$ cat src/sld_pkg.sv
// Purpose: Shared constants and types of the segment latch driver
// Assumes: 200 MHz system clock
// Notes:   Fonts are {g,f,e,d,c,b,a}, segment a in bit 0
package sld_pkg;

	// =========================================================
	// Geometry
	localparam int unsigned DIGITS   = 4;
	localparam int unsigned SEG_BITS = 7;
	localparam int unsigned CODE_W   = 4;

	// =========================================================
	// Timing
	localparam int unsigned CLK_HZ        = 200_000_000;
	localparam int unsigned BP_INT_HZ     = 150;
	localparam int unsigned BP_INT_HALF   = CLK_HZ / (2 * BP_INT_HZ);
	localparam int unsigned BP_EXT_HALF   = 512;
	localparam int unsigned BP_CNT_W      = 20;

	// =========================================================
	// Reset values and special codes
	localparam logic [SEG_BITS-1:0] SEG_RST   = 7'h00;
	localparam logic [SEG_BITS-1:0] SEG_BLANK = 7'h00;
	localparam logic [CODE_W-1:0]   CODE_ALL  = 4'hF;
	localparam logic [CODE_W-1:0]   CODE_DEC  = 4'h9;

	// =========================================================
	// Backplane source
	typedef enum logic [2:0] {
		BP_INT = 3'h1,
		BP_EXT = 3'h2,
		BP_SLV = 3'h4
	} sld_bp_src_t;

	// Digit select pair to latch index: 00->4th, 01->3rd, 10->2nd, 11->1st
	function automatic logic [1:0] sld_digit_index(input logic [1:0] sel);
		sld_digit_index = 2'h3 - sel;
	endfunction : sld_digit_index

endpackage : sld_pkg

$ cat src/sld_font_decode.sv
// Purpose: Four-bit code to seven-segment decode, two fonts
// Assumes: Combinational, used by the latch driver
// Notes:   Alternate font differs only above nine
module sld_font_decode
	import sld_pkg::*;
(
	input  wire logic                i_clk,      // Clock for checks only
	input  wire logic                i_rstn,     // Reset for checks only
	input  wire logic [CODE_W-1:0]   i_code,     // Character code
	input  wire logic                i_font_alt, // High selects alternate font
	output logic      [SEG_BITS-1:0] o_seg       // Decoded segments
);

	logic [SEG_BITS-1:0] seg_hex;
	logic [SEG_BITS-1:0] seg_alt;

	always_comb begin
		unique case (i_code)
			4'h0: seg_hex = 7'h3F;
			4'h1: seg_hex = 7'h06;
			4'h2: seg_hex = 7'h5B;
			4'h3: seg_hex = 7'h4F;
			4'h4: seg_hex = 7'h66;
			4'h5: seg_hex = 7'h6D;
			4'h6: seg_hex = 7'h7D;
			4'h7: seg_hex = 7'h07;
			4'h8: seg_hex = 7'h7F;
			4'h9: seg_hex = 7'h6F;
			4'hA: seg_hex = 7'h77;
			4'hB: seg_hex = 7'h7C;
			4'hC: seg_hex = 7'h39;
			4'hD: seg_hex = 7'h5E;
			4'hE: seg_hex = 7'h79;
			4'hF: seg_hex = 7'h71;
		endcase
	end

	always_comb begin
		unique case (i_code)
			4'hA:    seg_alt = 7'h40;
			4'hB:    seg_alt = 7'h79;
			4'hC:    seg_alt = 7'h76;
			4'hD:    seg_alt = 7'h38;
			4'hE:    seg_alt = 7'h73;
			4'hF:    seg_alt = SEG_BLANK; // RQ7
			default: seg_alt = seg_hex;   // RQ15
		endcase
	end

	assign o_seg = i_font_alt ? seg_alt : seg_hex;
endmodule : sld_font_decode

$ cat src/sld_latch_driver.sv
// Purpose: Four-digit segment latches, load ports and backplane timing
// Assumes: All pins synchronous to i_clk; one variant chosen by i_uport_mode
// Notes:   Segments and backplane leave on flops, aligned to one edge
//
// Operation
// RQ1 - One high digit strobe loads that digit only; none high changes nothing.
// RQ2 - All four strobes high load the same character into every digit.
// RQ3 - Free-running internal backplane near 150 Hz with oscillator pin open.
// RQ4 - Externally driven oscillator pin divides down to the backplane.
// RQ5 - Grounded oscillator pin makes backplane an input followed from a master.
// RQ6 - Host loads code ending 11 to use high bits as two flags.
// RQ7 - Alternate font shows all segments off for code F.
// RQ8 - Releasing both low chip selects stores code into selected digit.
// RQ9 - Host takes three-flag codes from a lookup table per font.
// RQ10 - Selects 00, 01, 10, 11 choose digits four, three, two, one.
// RQ11 - Without a chip select release, all digit latches hold.
// RQ12 - Strobe rise latches; held strobe relatches each backplane edge; low holds.
// RQ13 - Chip selects both low are transparent; release fires one write pulse.
// RQ14 - Segment output is backplane when off, inverted backplane when on.
// RQ15 - Both fonts decode zero to nine the same.
module sld_latch_driver
	import sld_pkg::*;
#(
	parameter int unsigned INT_HALF = BP_INT_HALF, // Cycles per internal half period
	parameter int unsigned EXT_HALF = BP_EXT_HALF  // Oscillator rising edges per half period
) (
	input  wire logic                       i_clk,              // 200 MHz clock
	input  wire logic                       i_rstn,             // Sync reset, active low
	input  wire logic [CODE_W-1:0]          i_code,             // Code bits 3..0
	input  wire logic                       i_font_alt,         // Alternate font variant
	input  wire logic                       i_uport_mode,       // Processor port variant
	input  wire logic                       i_digit_strobe_one,   // Strobe, first digit
	input  wire logic                       i_digit_strobe_two,   // Strobe, second digit
	input  wire logic                       i_digit_strobe_three, // Strobe, third digit
	input  wire logic                       i_digit_strobe_four,  // Strobe, fourth digit
	input  wire logic                       i_digit_select_low,   // Digit select, low bit
	input  wire logic                       i_digit_select_high,  // Digit select, high bit
	input  wire logic                       i_chip_select_a_n,    // Chip select A, low
	input  wire logic                       i_chip_select_b_n,    // Chip select B, low
	input  wire logic                       i_osc_grounded,     // Oscillator pin tied low
	input  wire logic                       i_osc_driven,       // Oscillator pin driven
	input  wire logic                       i_osc_in,           // Oscillator pin level
	input  wire logic                       i_backplane,        // Backplane pin input
	output logic                            o_backplane,        // Backplane pin output
	output logic                            o_backplane_oe,     // Backplane drive enable
	output logic [DIGITS*SEG_BITS-1:0]      o_segments          // Segment pins, digit 1 low
);

	// =========================================================
	// Backplane source and generation
	sld_bp_src_t         src;
	sld_bp_src_t         next_src;
	logic                bp;
	logic                next_bp;
	logic                bp_toggle;
	logic                osc_q;
	logic [BP_CNT_W-1:0] cnt;

	always_comb begin
		if (i_osc_grounded) begin
			next_src = BP_SLV;
		end else if (i_osc_driven) begin
			next_src = BP_EXT;
		end else begin
			next_src = BP_INT;
		end
	end

	always_ff @(posedge i_clk) begin
		if (!i_rstn) begin
			src <= BP_INT;
		end else begin
			src <= next_src;
		end
	end

	always_comb begin
		next_bp = bp;
		unique case (src)
			BP_INT: begin
				if (cnt == BP_CNT_W'(INT_HALF - 1)) next_bp = ~bp; // RQ3
			end
			BP_EXT: begin
				if (i_osc_in && !osc_q && cnt == BP_CNT_W'(EXT_HALF - 1)) next_bp = ~bp; // RQ4
			end
			BP_SLV: begin
				next_bp = i_backplane; // RQ5
			end
			default: begin
				next_bp = bp;
			end
		endcase
	end

	assign bp_toggle = next_bp != bp;

	always_ff @(posedge i_clk) begin
		if (!i_rstn) begin
			cnt   <= '0;
			osc_q <= 1'b0;
			bp    <= 1'b0;
		end else begin
			osc_q <= i_osc_in;
			bp    <= next_bp;
			if (src != next_src || bp_toggle || src == BP_SLV) begin
				cnt <= '0;
			end else if (src == BP_INT || (i_osc_in && !osc_q)) begin
				cnt <= cnt + 1'b1;
			end
		end
	end

	// =========================================================
	// Processor port input latch and one-shot
	logic [CODE_W-1:0] hold_code;
	logic [1:0]        hold_sel;
	logic              cs_low;
	logic              cs_was_low;
	logic              fire;

	assign cs_low = !i_chip_select_a_n && !i_chip_select_b_n;
	assign fire   = i_uport_mode && cs_was_low && !cs_low; // RQ8 RQ13

	always_ff @(posedge i_clk) begin
		if (!i_rstn) begin
			hold_code  <= '0;
			hold_sel   <= '0;
			cs_was_low <= 1'b0;
		end else begin
			cs_was_low <= cs_low;
			if (cs_low) begin
				hold_code <= i_code; // RQ13
				hold_sel  <= {i_digit_select_high, i_digit_select_low};
			end
		end
	end

	// =========================================================
	// Decode and digit latches
	logic [SEG_BITS-1:0] dec;
	logic [DIGITS-1:0]   strobe;
	logic [DIGITS-1:0]   strobe_q;
	logic [DIGITS-1:0]   load;
	logic [SEG_BITS-1:0] digit_latch [DIGITS];

	assign strobe = {i_digit_strobe_four, i_digit_strobe_three,
	                 i_digit_strobe_two, i_digit_strobe_one};

	sld_font_decode sld_font_decode_i (
		.i_clk      (i_clk),
		.i_rstn     (i_rstn),
		.i_code     (i_uport_mode ? hold_code : i_code),
		.i_font_alt (i_font_alt),
		.o_seg      (dec)
	);

	always_ff @(posedge i_clk) begin
		if (!i_rstn) begin
			strobe_q <= '0;
		end else begin
			strobe_q <= i_uport_mode ? '0 : strobe;
		end
	end

	genvar d;
	generate
		for (d = 0; d < DIGITS; d++) begin : g_digit
			assign load[d] = i_uport_mode
				? (fire && sld_digit_index(hold_sel) == 2'(d))       // RQ10 RQ11
				: (strobe[d] && (!strobe_q[d] || bp_toggle));       // RQ1 RQ2 RQ12

			always_ff @(posedge i_clk) begin
				if (!i_rstn) begin
					digit_latch[d] <= SEG_RST;
				end else if (load[d]) begin
					digit_latch[d] <= dec;
				end
			end

			always_ff @(posedge i_clk) begin
				if (!i_rstn) begin
					o_segments[d*SEG_BITS +: SEG_BITS] <= '0;
				end else begin
					o_segments[d*SEG_BITS +: SEG_BITS] <= digit_latch[d] ^ {SEG_BITS{bp}}; // RQ14
				end
			end
		end
	endgenerate

	always_ff @(posedge i_clk) begin
		if (!i_rstn) begin
			o_backplane    <= 1'b0;
			o_backplane_oe <= 1'b1;
		end else begin
			o_backplane    <= bp;
			o_backplane_oe <= src != BP_SLV; // RQ5
		end
	end
endmodule : sld_latch_driver

$ cat config.mk
export PLATFORM = sky130hd
export DESIGN_NAME = sld_latch_driver
export DESIGN_NICKNAME = d
export VERILOG_FILES = /design/src/sld_pkg.sv /design/src/sld_font_decode.sv /design/src/sld_latch_driver.sv
export SDC_FILE = /design/constraint.sdc
export NUM_CORES = 1
export LEC_CHECK = 0
export BUFFER_PORTS_ARGS = -buffer_cell sky130_fd_sc_hd__buf_2
export CAP_MARGIN = 20
export CORE_UTILIZATION = 58
export DETAILED_ROUTE_END_ITERATION = 16
export GPL_ROUTABILITY_DRIVEN = 0
export HOLD_SLACK_MARGIN = 0.15
export PLACE_DENSITY = 0.79
export SYNTH_ARGS = -nofsm -noshare
export SYNTH_HDL_FRONTEND = slang
export SYNTH_SLANG_ARGS = --single-unit
$ cat constraint.sdc
create_clock -name i_clk -period 3.4 [get_ports i_clk]
set_clock_uncertainty 0.2 [all_clocks]
set_input_delay 0.34 -clock i_clk [delete_from_list [all_inputs] [get_ports i_clk]]
set_output_delay 0.34 -clock i_clk [all_outputs]
set_load 0.02 [all_outputs]
==> results of run 1 <==
==> layout make-up <==
cell class / count / area (µm²)
clock buffer: 10 / 127.6
clock inverter: 6 / 118.9
fill: 559 / 2158
inverter: 16 / 60.06
multi-input combinational: 310 / 2069
sequential: 94 / 2163
tap: 99 / 123.9
timing repair buffer: 73 / 470.5
==> where the power goes <==
part | leakage [nW] | internal, mW | switching (mW) | total, mW
clock network | 0.123 | 0.497 | 0.398 | 0.895
logic | 1.03 | 0.146 | 0.218 | 0.364
registers | 0.839 | 1.23 | 0.0298 | 1.26
==> through the flow <==
| stage | std cells | total power, mW | utilization (%) |
|---|---|---|---|
| floorplan | 438 | 1.530 | - |
| global placement | 574 | 1.617 | 64.48 |
| detailed placement | 574 | 1.627 | 64.48 |
| CTS | 608 | 2.516 | 70.33 |
| global route | 608 | 2.614 | 70.40 |
| finish | 608 | 2.517 | 70.40 |
==> per-layer routing <==
layer  global-route usage, %  share of wire, %
met2                   39.02                48
met4                   8.798               1.5
met1                   32.10                46
met5                       0                 0
met3                   3.693               4.1
==> sequential cells by signal, indices dropped and copies added (netlist names) <==
| register | flops |
|---|---|
| o_backplane_oe | 1 |
| digit_latch | 28 |
| cs_was_low | 1 |
| src | 3 |
| hold_code | 4 |
| o_backplane | 1 |
| o_segments | 28 |
| hold_sel | 2 |
| strobe_q | 4 |
| cnt | 20 |
| osc_q | 1 |
| bp | 1 |
==> synth_stat cells (5+ instances only) <==
cell type,n
o21ai_0,12
inv_1,16
dfxtp_1,66
nor2_1,81
nor3_1,13
and2_1,5
nand2_1,31
a21oi_1,14
nand4_1,5
clkbuf_1,9
xor2_1,14
mux2i_1,6
edfxtp_1,28
ha_1,10
nand3_1,14
xnor2_1,34
==> cell families (layout without fill, tap and decap cells) <==
group / after synthesis / after routing / synth area share (%)
simple gates: 184 / 184 / 20.77
flops: 94 / 94 / 49.37
compound gates: 59 / 59 / 11.71
xor+xnor: 48 / 48 / 9.600
buf+inv: 34 / 105 / 3.486
fa+ha+maj: 10 / 10 / 2.857
mux: 9 / 9 / 2.200
==> path summary, 6_finish.rpt <==
path	endpoint	slack, ns	from
setup reg to reg	digit_latch[1][5]$_SDFFCE_PN0P_	0.54	cnt[0]$_SDFFE_PP0P_
hold / removal	strobe_q[0]$_SDFF_PP0_	0.20	i_uport_mode
setup / recovery	digit_latch[3][0]$_SDFFCE_PN0P_	0.27	i_code[1]
hold reg to reg	o_segments[9]$_SDFF_PN0_	0.30	digit_latch[1][2]$_SDFFCE_PN0P_
==> timing repair <==
action                     CTS  global route
hold buffers                18             0
setup endpoints to repair    0             1
hold endpoints to repair    16             0
gates resized for setup      0             1
==> results.json, run 1 <==
{
  "status": "complete, no violations",
  "timing.final.crit_share_pct": 92.00,
  "syn_area_per_cell_um2": 9.998,
  "die_w_um": 88.89,
  "track_usage_pct": 23.81,
  "drt_iter0_drc": 128,
  "clk_latency_ns": 0.36,
  "mostFrequentLayoutCells": "nor2_1 (81), dfxtp_1 (65), buf_2 (49)",
  "initial_core_util_pct": 60.05,
  "slew_violations": 0,
  "max_freq_ghz": 0.3197,
  "p_leak_nw": 1.987,
  "critPathSlowestCell": "dlygate4sd3_1",
  "crit_path_start_kind": "primary input",
  "cp_max_fo": 6,
  "critPathMostFrequentCell": "nor2_1",
  "cts-buffers-inserted": 9,
  "crit_arrival_ns": 3.01,
  "grt_max_degree": 34,
  "crit_path_cell_trace": "dlygate4sd3_1 > buf_2 > mux2i_1 > inv_1 > ha_1 > nor2_1 > nand3b_1 > o211ai_1 > o221ai_1 > nor2_1",
  "cts-root-buf": "clkbuf_8",
  "synthFlopType": "dfxtp_1",
  "ctsHtreeMaxLevel": 3,
  "cp.depth": 10,
  "routed_wl_um": 8636,
  "path_class": "primary input to flip-flop",
  "cts.clk_slew.worst_paths_ns": 0.09,
  "tns_ns": 0,
  "synth_warnings": 0,
  "cpPeakStageDelay_ns": 0.54,
  "dpl_cell_area_mm2": 0.004702,
  "dr.pass1.iters": 4,
  "antenna_cells": 0,
  "synth_edf_count": 28,
  "whs_path_depth": 2,
  "syn_to_final_growth_pct": 17.23,
  "critPathTopFamily": "buffers and inverters",
  "hold_class": "primary input to flip-flop",
  "antenna_found_initial": 0,
  "core_area_mm2": 0.007292,
  "synth_area_leaders": "dfxtp_1 (30%), edfxtp_1 (19%), nor2_1 (6.9%), xnor2_1 (6.8%), ha_1 (2.9%)",
  "synthesis.area_mm2": 0.004379,
  "ant_nets": 0,
  "drive_gt1_share_pct": 17.88,
  "port_buffers": 49,
  "die_height_um": 88.89,
  "hold_ws_ns": 0.1992,
  "setup_violations": 0,
  "drc": 0,
  "slew_headroom_pct": 45.54,
  "ys_seq_area_share_pct": 49.37,
  "synth_cells": 438,
  "cts_max_path_buffers": 2,
  "async_flop_share_pct": 0,
  "rsz0062_at_grt": "no",
  "synth_nets": 468,
  "peakVddDrop_mv": 0.2382,
  "layout_commonest_cell": "nor2_1",
  "drt-vias-per-instance": 5.421,
  "worst_slew_pin_slew_ns": 0.8119,
  "dieArea_mm2": 0.007901,
  "wl_per_cell_um": 14.20,
  "vias": 3296,
  "cts.sinks": 94,
  "min_period_ns": 3.128,
  "preCtsSetupSlack_ns": 0.1306,
  "maxCapViolCount": 0,
  "cts_tree": "yes",
  "stdcell_area_mm2": 0.005134,
  "path_buf_inv": 3,
  "synth_top_area_cell": "dfxtp_1",
  "end_kind": "flip-flop",
  "yosys.cell_types.count": 59,
  "postSynthRegisterBits": 94,
  "rows": 31,
  "crit_required_ns": 3.28,
  "hold_viol": 0,
  "worst_r2r_path_depth": 6,
  "synth_top_area_share_pct": 30.17,
  "powerDensity_mw_per_mm2": 490.3,
  "post_cts_buffers": 0,
  "io_pins": 50,
  "fin_ws_ns": 0.2722,
  "grt_overflow": 0,
  "hpwl_um": 5845,
  "grt_pass1_vias": 3037,
  "grt_pass1_wl_um": 14280,
  "final_nets": 534
}
(Power assumes the default switching activity.)
==> run 2: changes to the inputs <==
CORE_UTILIZATION = 60   (was 58)
PLACE_DENSITY = 0.82   (was 0.79)
SLEW_MARGIN = 10   (was unset)
clock period = 3.7 ns   (was 3.4 ns; I/O delays follow)
==> results.json, run 2 (same netlist as run 1, synthesis figures left out) <==
{
  "status": "complete, no violations",
  "swShare_pct": 27.93,
  "post_cts_buffers": 0,
  "cts.clk_slew.worst_paths_ns": 0.10,
  "ctsHtreeMaxLevel": 3,
  "multiInputGateArea_mm2": 0.002064,
  "grt_pass1_vias": 2951,
  "met1Wirelength_um": 3914,
  "routed_wl_um": 8615,
  "hold_class": "primary input to flip-flop",
  "startpoint": "i_code[0]",
  "setup_violations": 0,
  "layout_commonest_cell": "nor2_1",
  "hold_start": "i_uport_mode",
  "met2_length_um": 4108,
  "grt_pass1_wl_um": 14100,
  "timing.final.crit_share_pct": 87.68,
  "mostFrequentLayoutCells": "nor2_1 (81), dfxtp_1 (65), buf_2 (49)",
  "clock_power_share_pct": 32.6,
  "crit_path_start_kind": "primary input",
  "crit_arrival_ns": 3.14,
  "route.met3.wl_um": 447,
  "hold_viol": 0,
  "p_seq_share_pct": 53.0,
  "rows": 30,
  "p_sw_mw": 0.6160,
  "dr.pass1.iters": 5,
  "stdcell_area_mm2": 0.005059,
  "powerDensity_mw_per_mm2": 436.0,
  "end_kind": "flip-flop",
  "top_regs": "digit_latch (28), o_segments (28), cnt (20)",
  "syn_to_final_growth_pct": 15.51,
  "wl_per_cell_um": 14.33,
  "routed.top_layer": "met4",
  "path_buf_inv": 3,
  "min_period_ns": 3.244,
  "die_height_um": 87.43,
  "maxCapViolCount": 0,
  "cts_max_path_buffers": 2,
  "hpwl_um": 5869,
  "dieArea_mm2": 0.007644,
  "p_int_mw": 1.589,
  "worst_slew_pin_slew_ns": 0.9847,
  "critPathSlowestCell": "dlygate4sd3_1",
  "slew_headroom_pct": 34.35,
  "antenna_found_initial": 0,
  "drt-vias-per-instance": 5.478,
  "ant_nets": 0,
  "p_leak_nw": 1.949,
  "drc": 0,
  "drt_iter0_drc": 229,
  "cts-root-buf": "clkbuf_8",
  "preCtsSetupSlack_ns": 0.4113,
  "fill_cells": 519,
  "cts-buffers-inserted": 9,
  "io_pins": 50,
  "rsz0062_at_grt": "no",
  "grt_max_degree": 48,
  "grt_overflow": 0,
  "clk_latency_ns": 0.36,
  "timing.rr.start": "cnt[0]$_SDFFE_PP0P_",
  "cts_tree": "yes",
  "core_area_mm2": 0.006907,
  "dpl_cell_area_mm2": 0.004668,
  "max_freq_ghz": 0.3083,
  "path_class": "primary input to flip-flop",
  "cp_max_fo": 5,
  "antenna_cells": 0,
  "cts.sinks": 94,
  "area.sequential_mm2": 0.002163,
  "peakVddDrop_mv": 0.2311,
  "track_usage_pct": 24.21,
  "port_buffers": 49,
  "cpPeakStageDelay_ns": 0.54,
  "tns_ns": 0,
  "crit_path_cell_trace": "dlygate4sd3_1 > buf_2 > mux2i_1 > inv_1 > ha_1 > or2_2 > o211ai_1 > a2111oi_0 > a211oi_1 > nor2_1",
  "fin_ws_ns": 0.4560,
  "crit_required_ns": 3.60,
  "initial_core_util_pct": 63.41,
  "vias": 3292,
  "p_comb_share_pct": 14.4,
  "slew_violations": 0,
  "cts_resized": 0,
  "final_nets": 530,
  "die_w_um": 87.43,
  "drive_gt1_share_pct": 17.23,
  "critPathTopFamily": "compound AO/OA/AOI/OAI gates"
}
-- run 2: metal layers --
layer / vias to the layer above / GRT usage [%]
li1: 1640 / -
met1: 1528 / 32.29
met4: 0 / 9.240
met3: 15 / 3.981
met5: - / 0
met2: 109 / 39.56
-- run 2: timing repair --
item                                    CTS  global route
endpoints found under the setup margin    0             0
hold endpoints to repair                 16             0
hold buffers                             18             0
-- run 2: final cells by class --
class / count / share of cell area (%)
clock buffer: 9 / 2.449
clock inverter: 7 / 1.707
inverter: 16 / 1.187
multi-input combinational: 310 / 40.81
sequential: 94 / 42.77
tap: 96 / 2.374
timing repair buffer: 69 / 8.706
-- run 2: final timing paths --
path | endpoint | cells past startpoint | slack (ns)
worst min-delay path | strobe_q[0]$_SDFF_PP0_ | 2 | 0.22
worst min register to register | hold_code[0]$_SDFFE_PN0P_ | 2 | 0.30
worst max register to register | cnt[10]$_SDFFE_PP0P_ | 6 | 0.77
worst max-delay path | digit_latch[3][5]$_SDFFCE_PN0P_ | 10 | 0.46
-- run 2: per-stage QoR --
stage	cells	hold WS, ns	total power, mW	util [%]
finish	601	0.2161	2.205	73.24
global route	601	0.2391	2.289	73.24
CTS	601	0.2033	2.208	73.24
detailed placement	567	0.2815	1.494	67.59
global placement	567	0.2714	1.483	67.59
floorplan	438	0.2461	1.406	-
-- run 2: power groups by stage --
stage               Clock (mW)  Sequential (mW)  Combinational [mW]
floorplan                    0             1.22               0.191
global placement             0             1.19               0.292
detailed placement           0             1.19               0.300
CTS                      0.722             1.17               0.316
global route             0.765             1.18               0.346
finish                   0.719             1.17               0.317
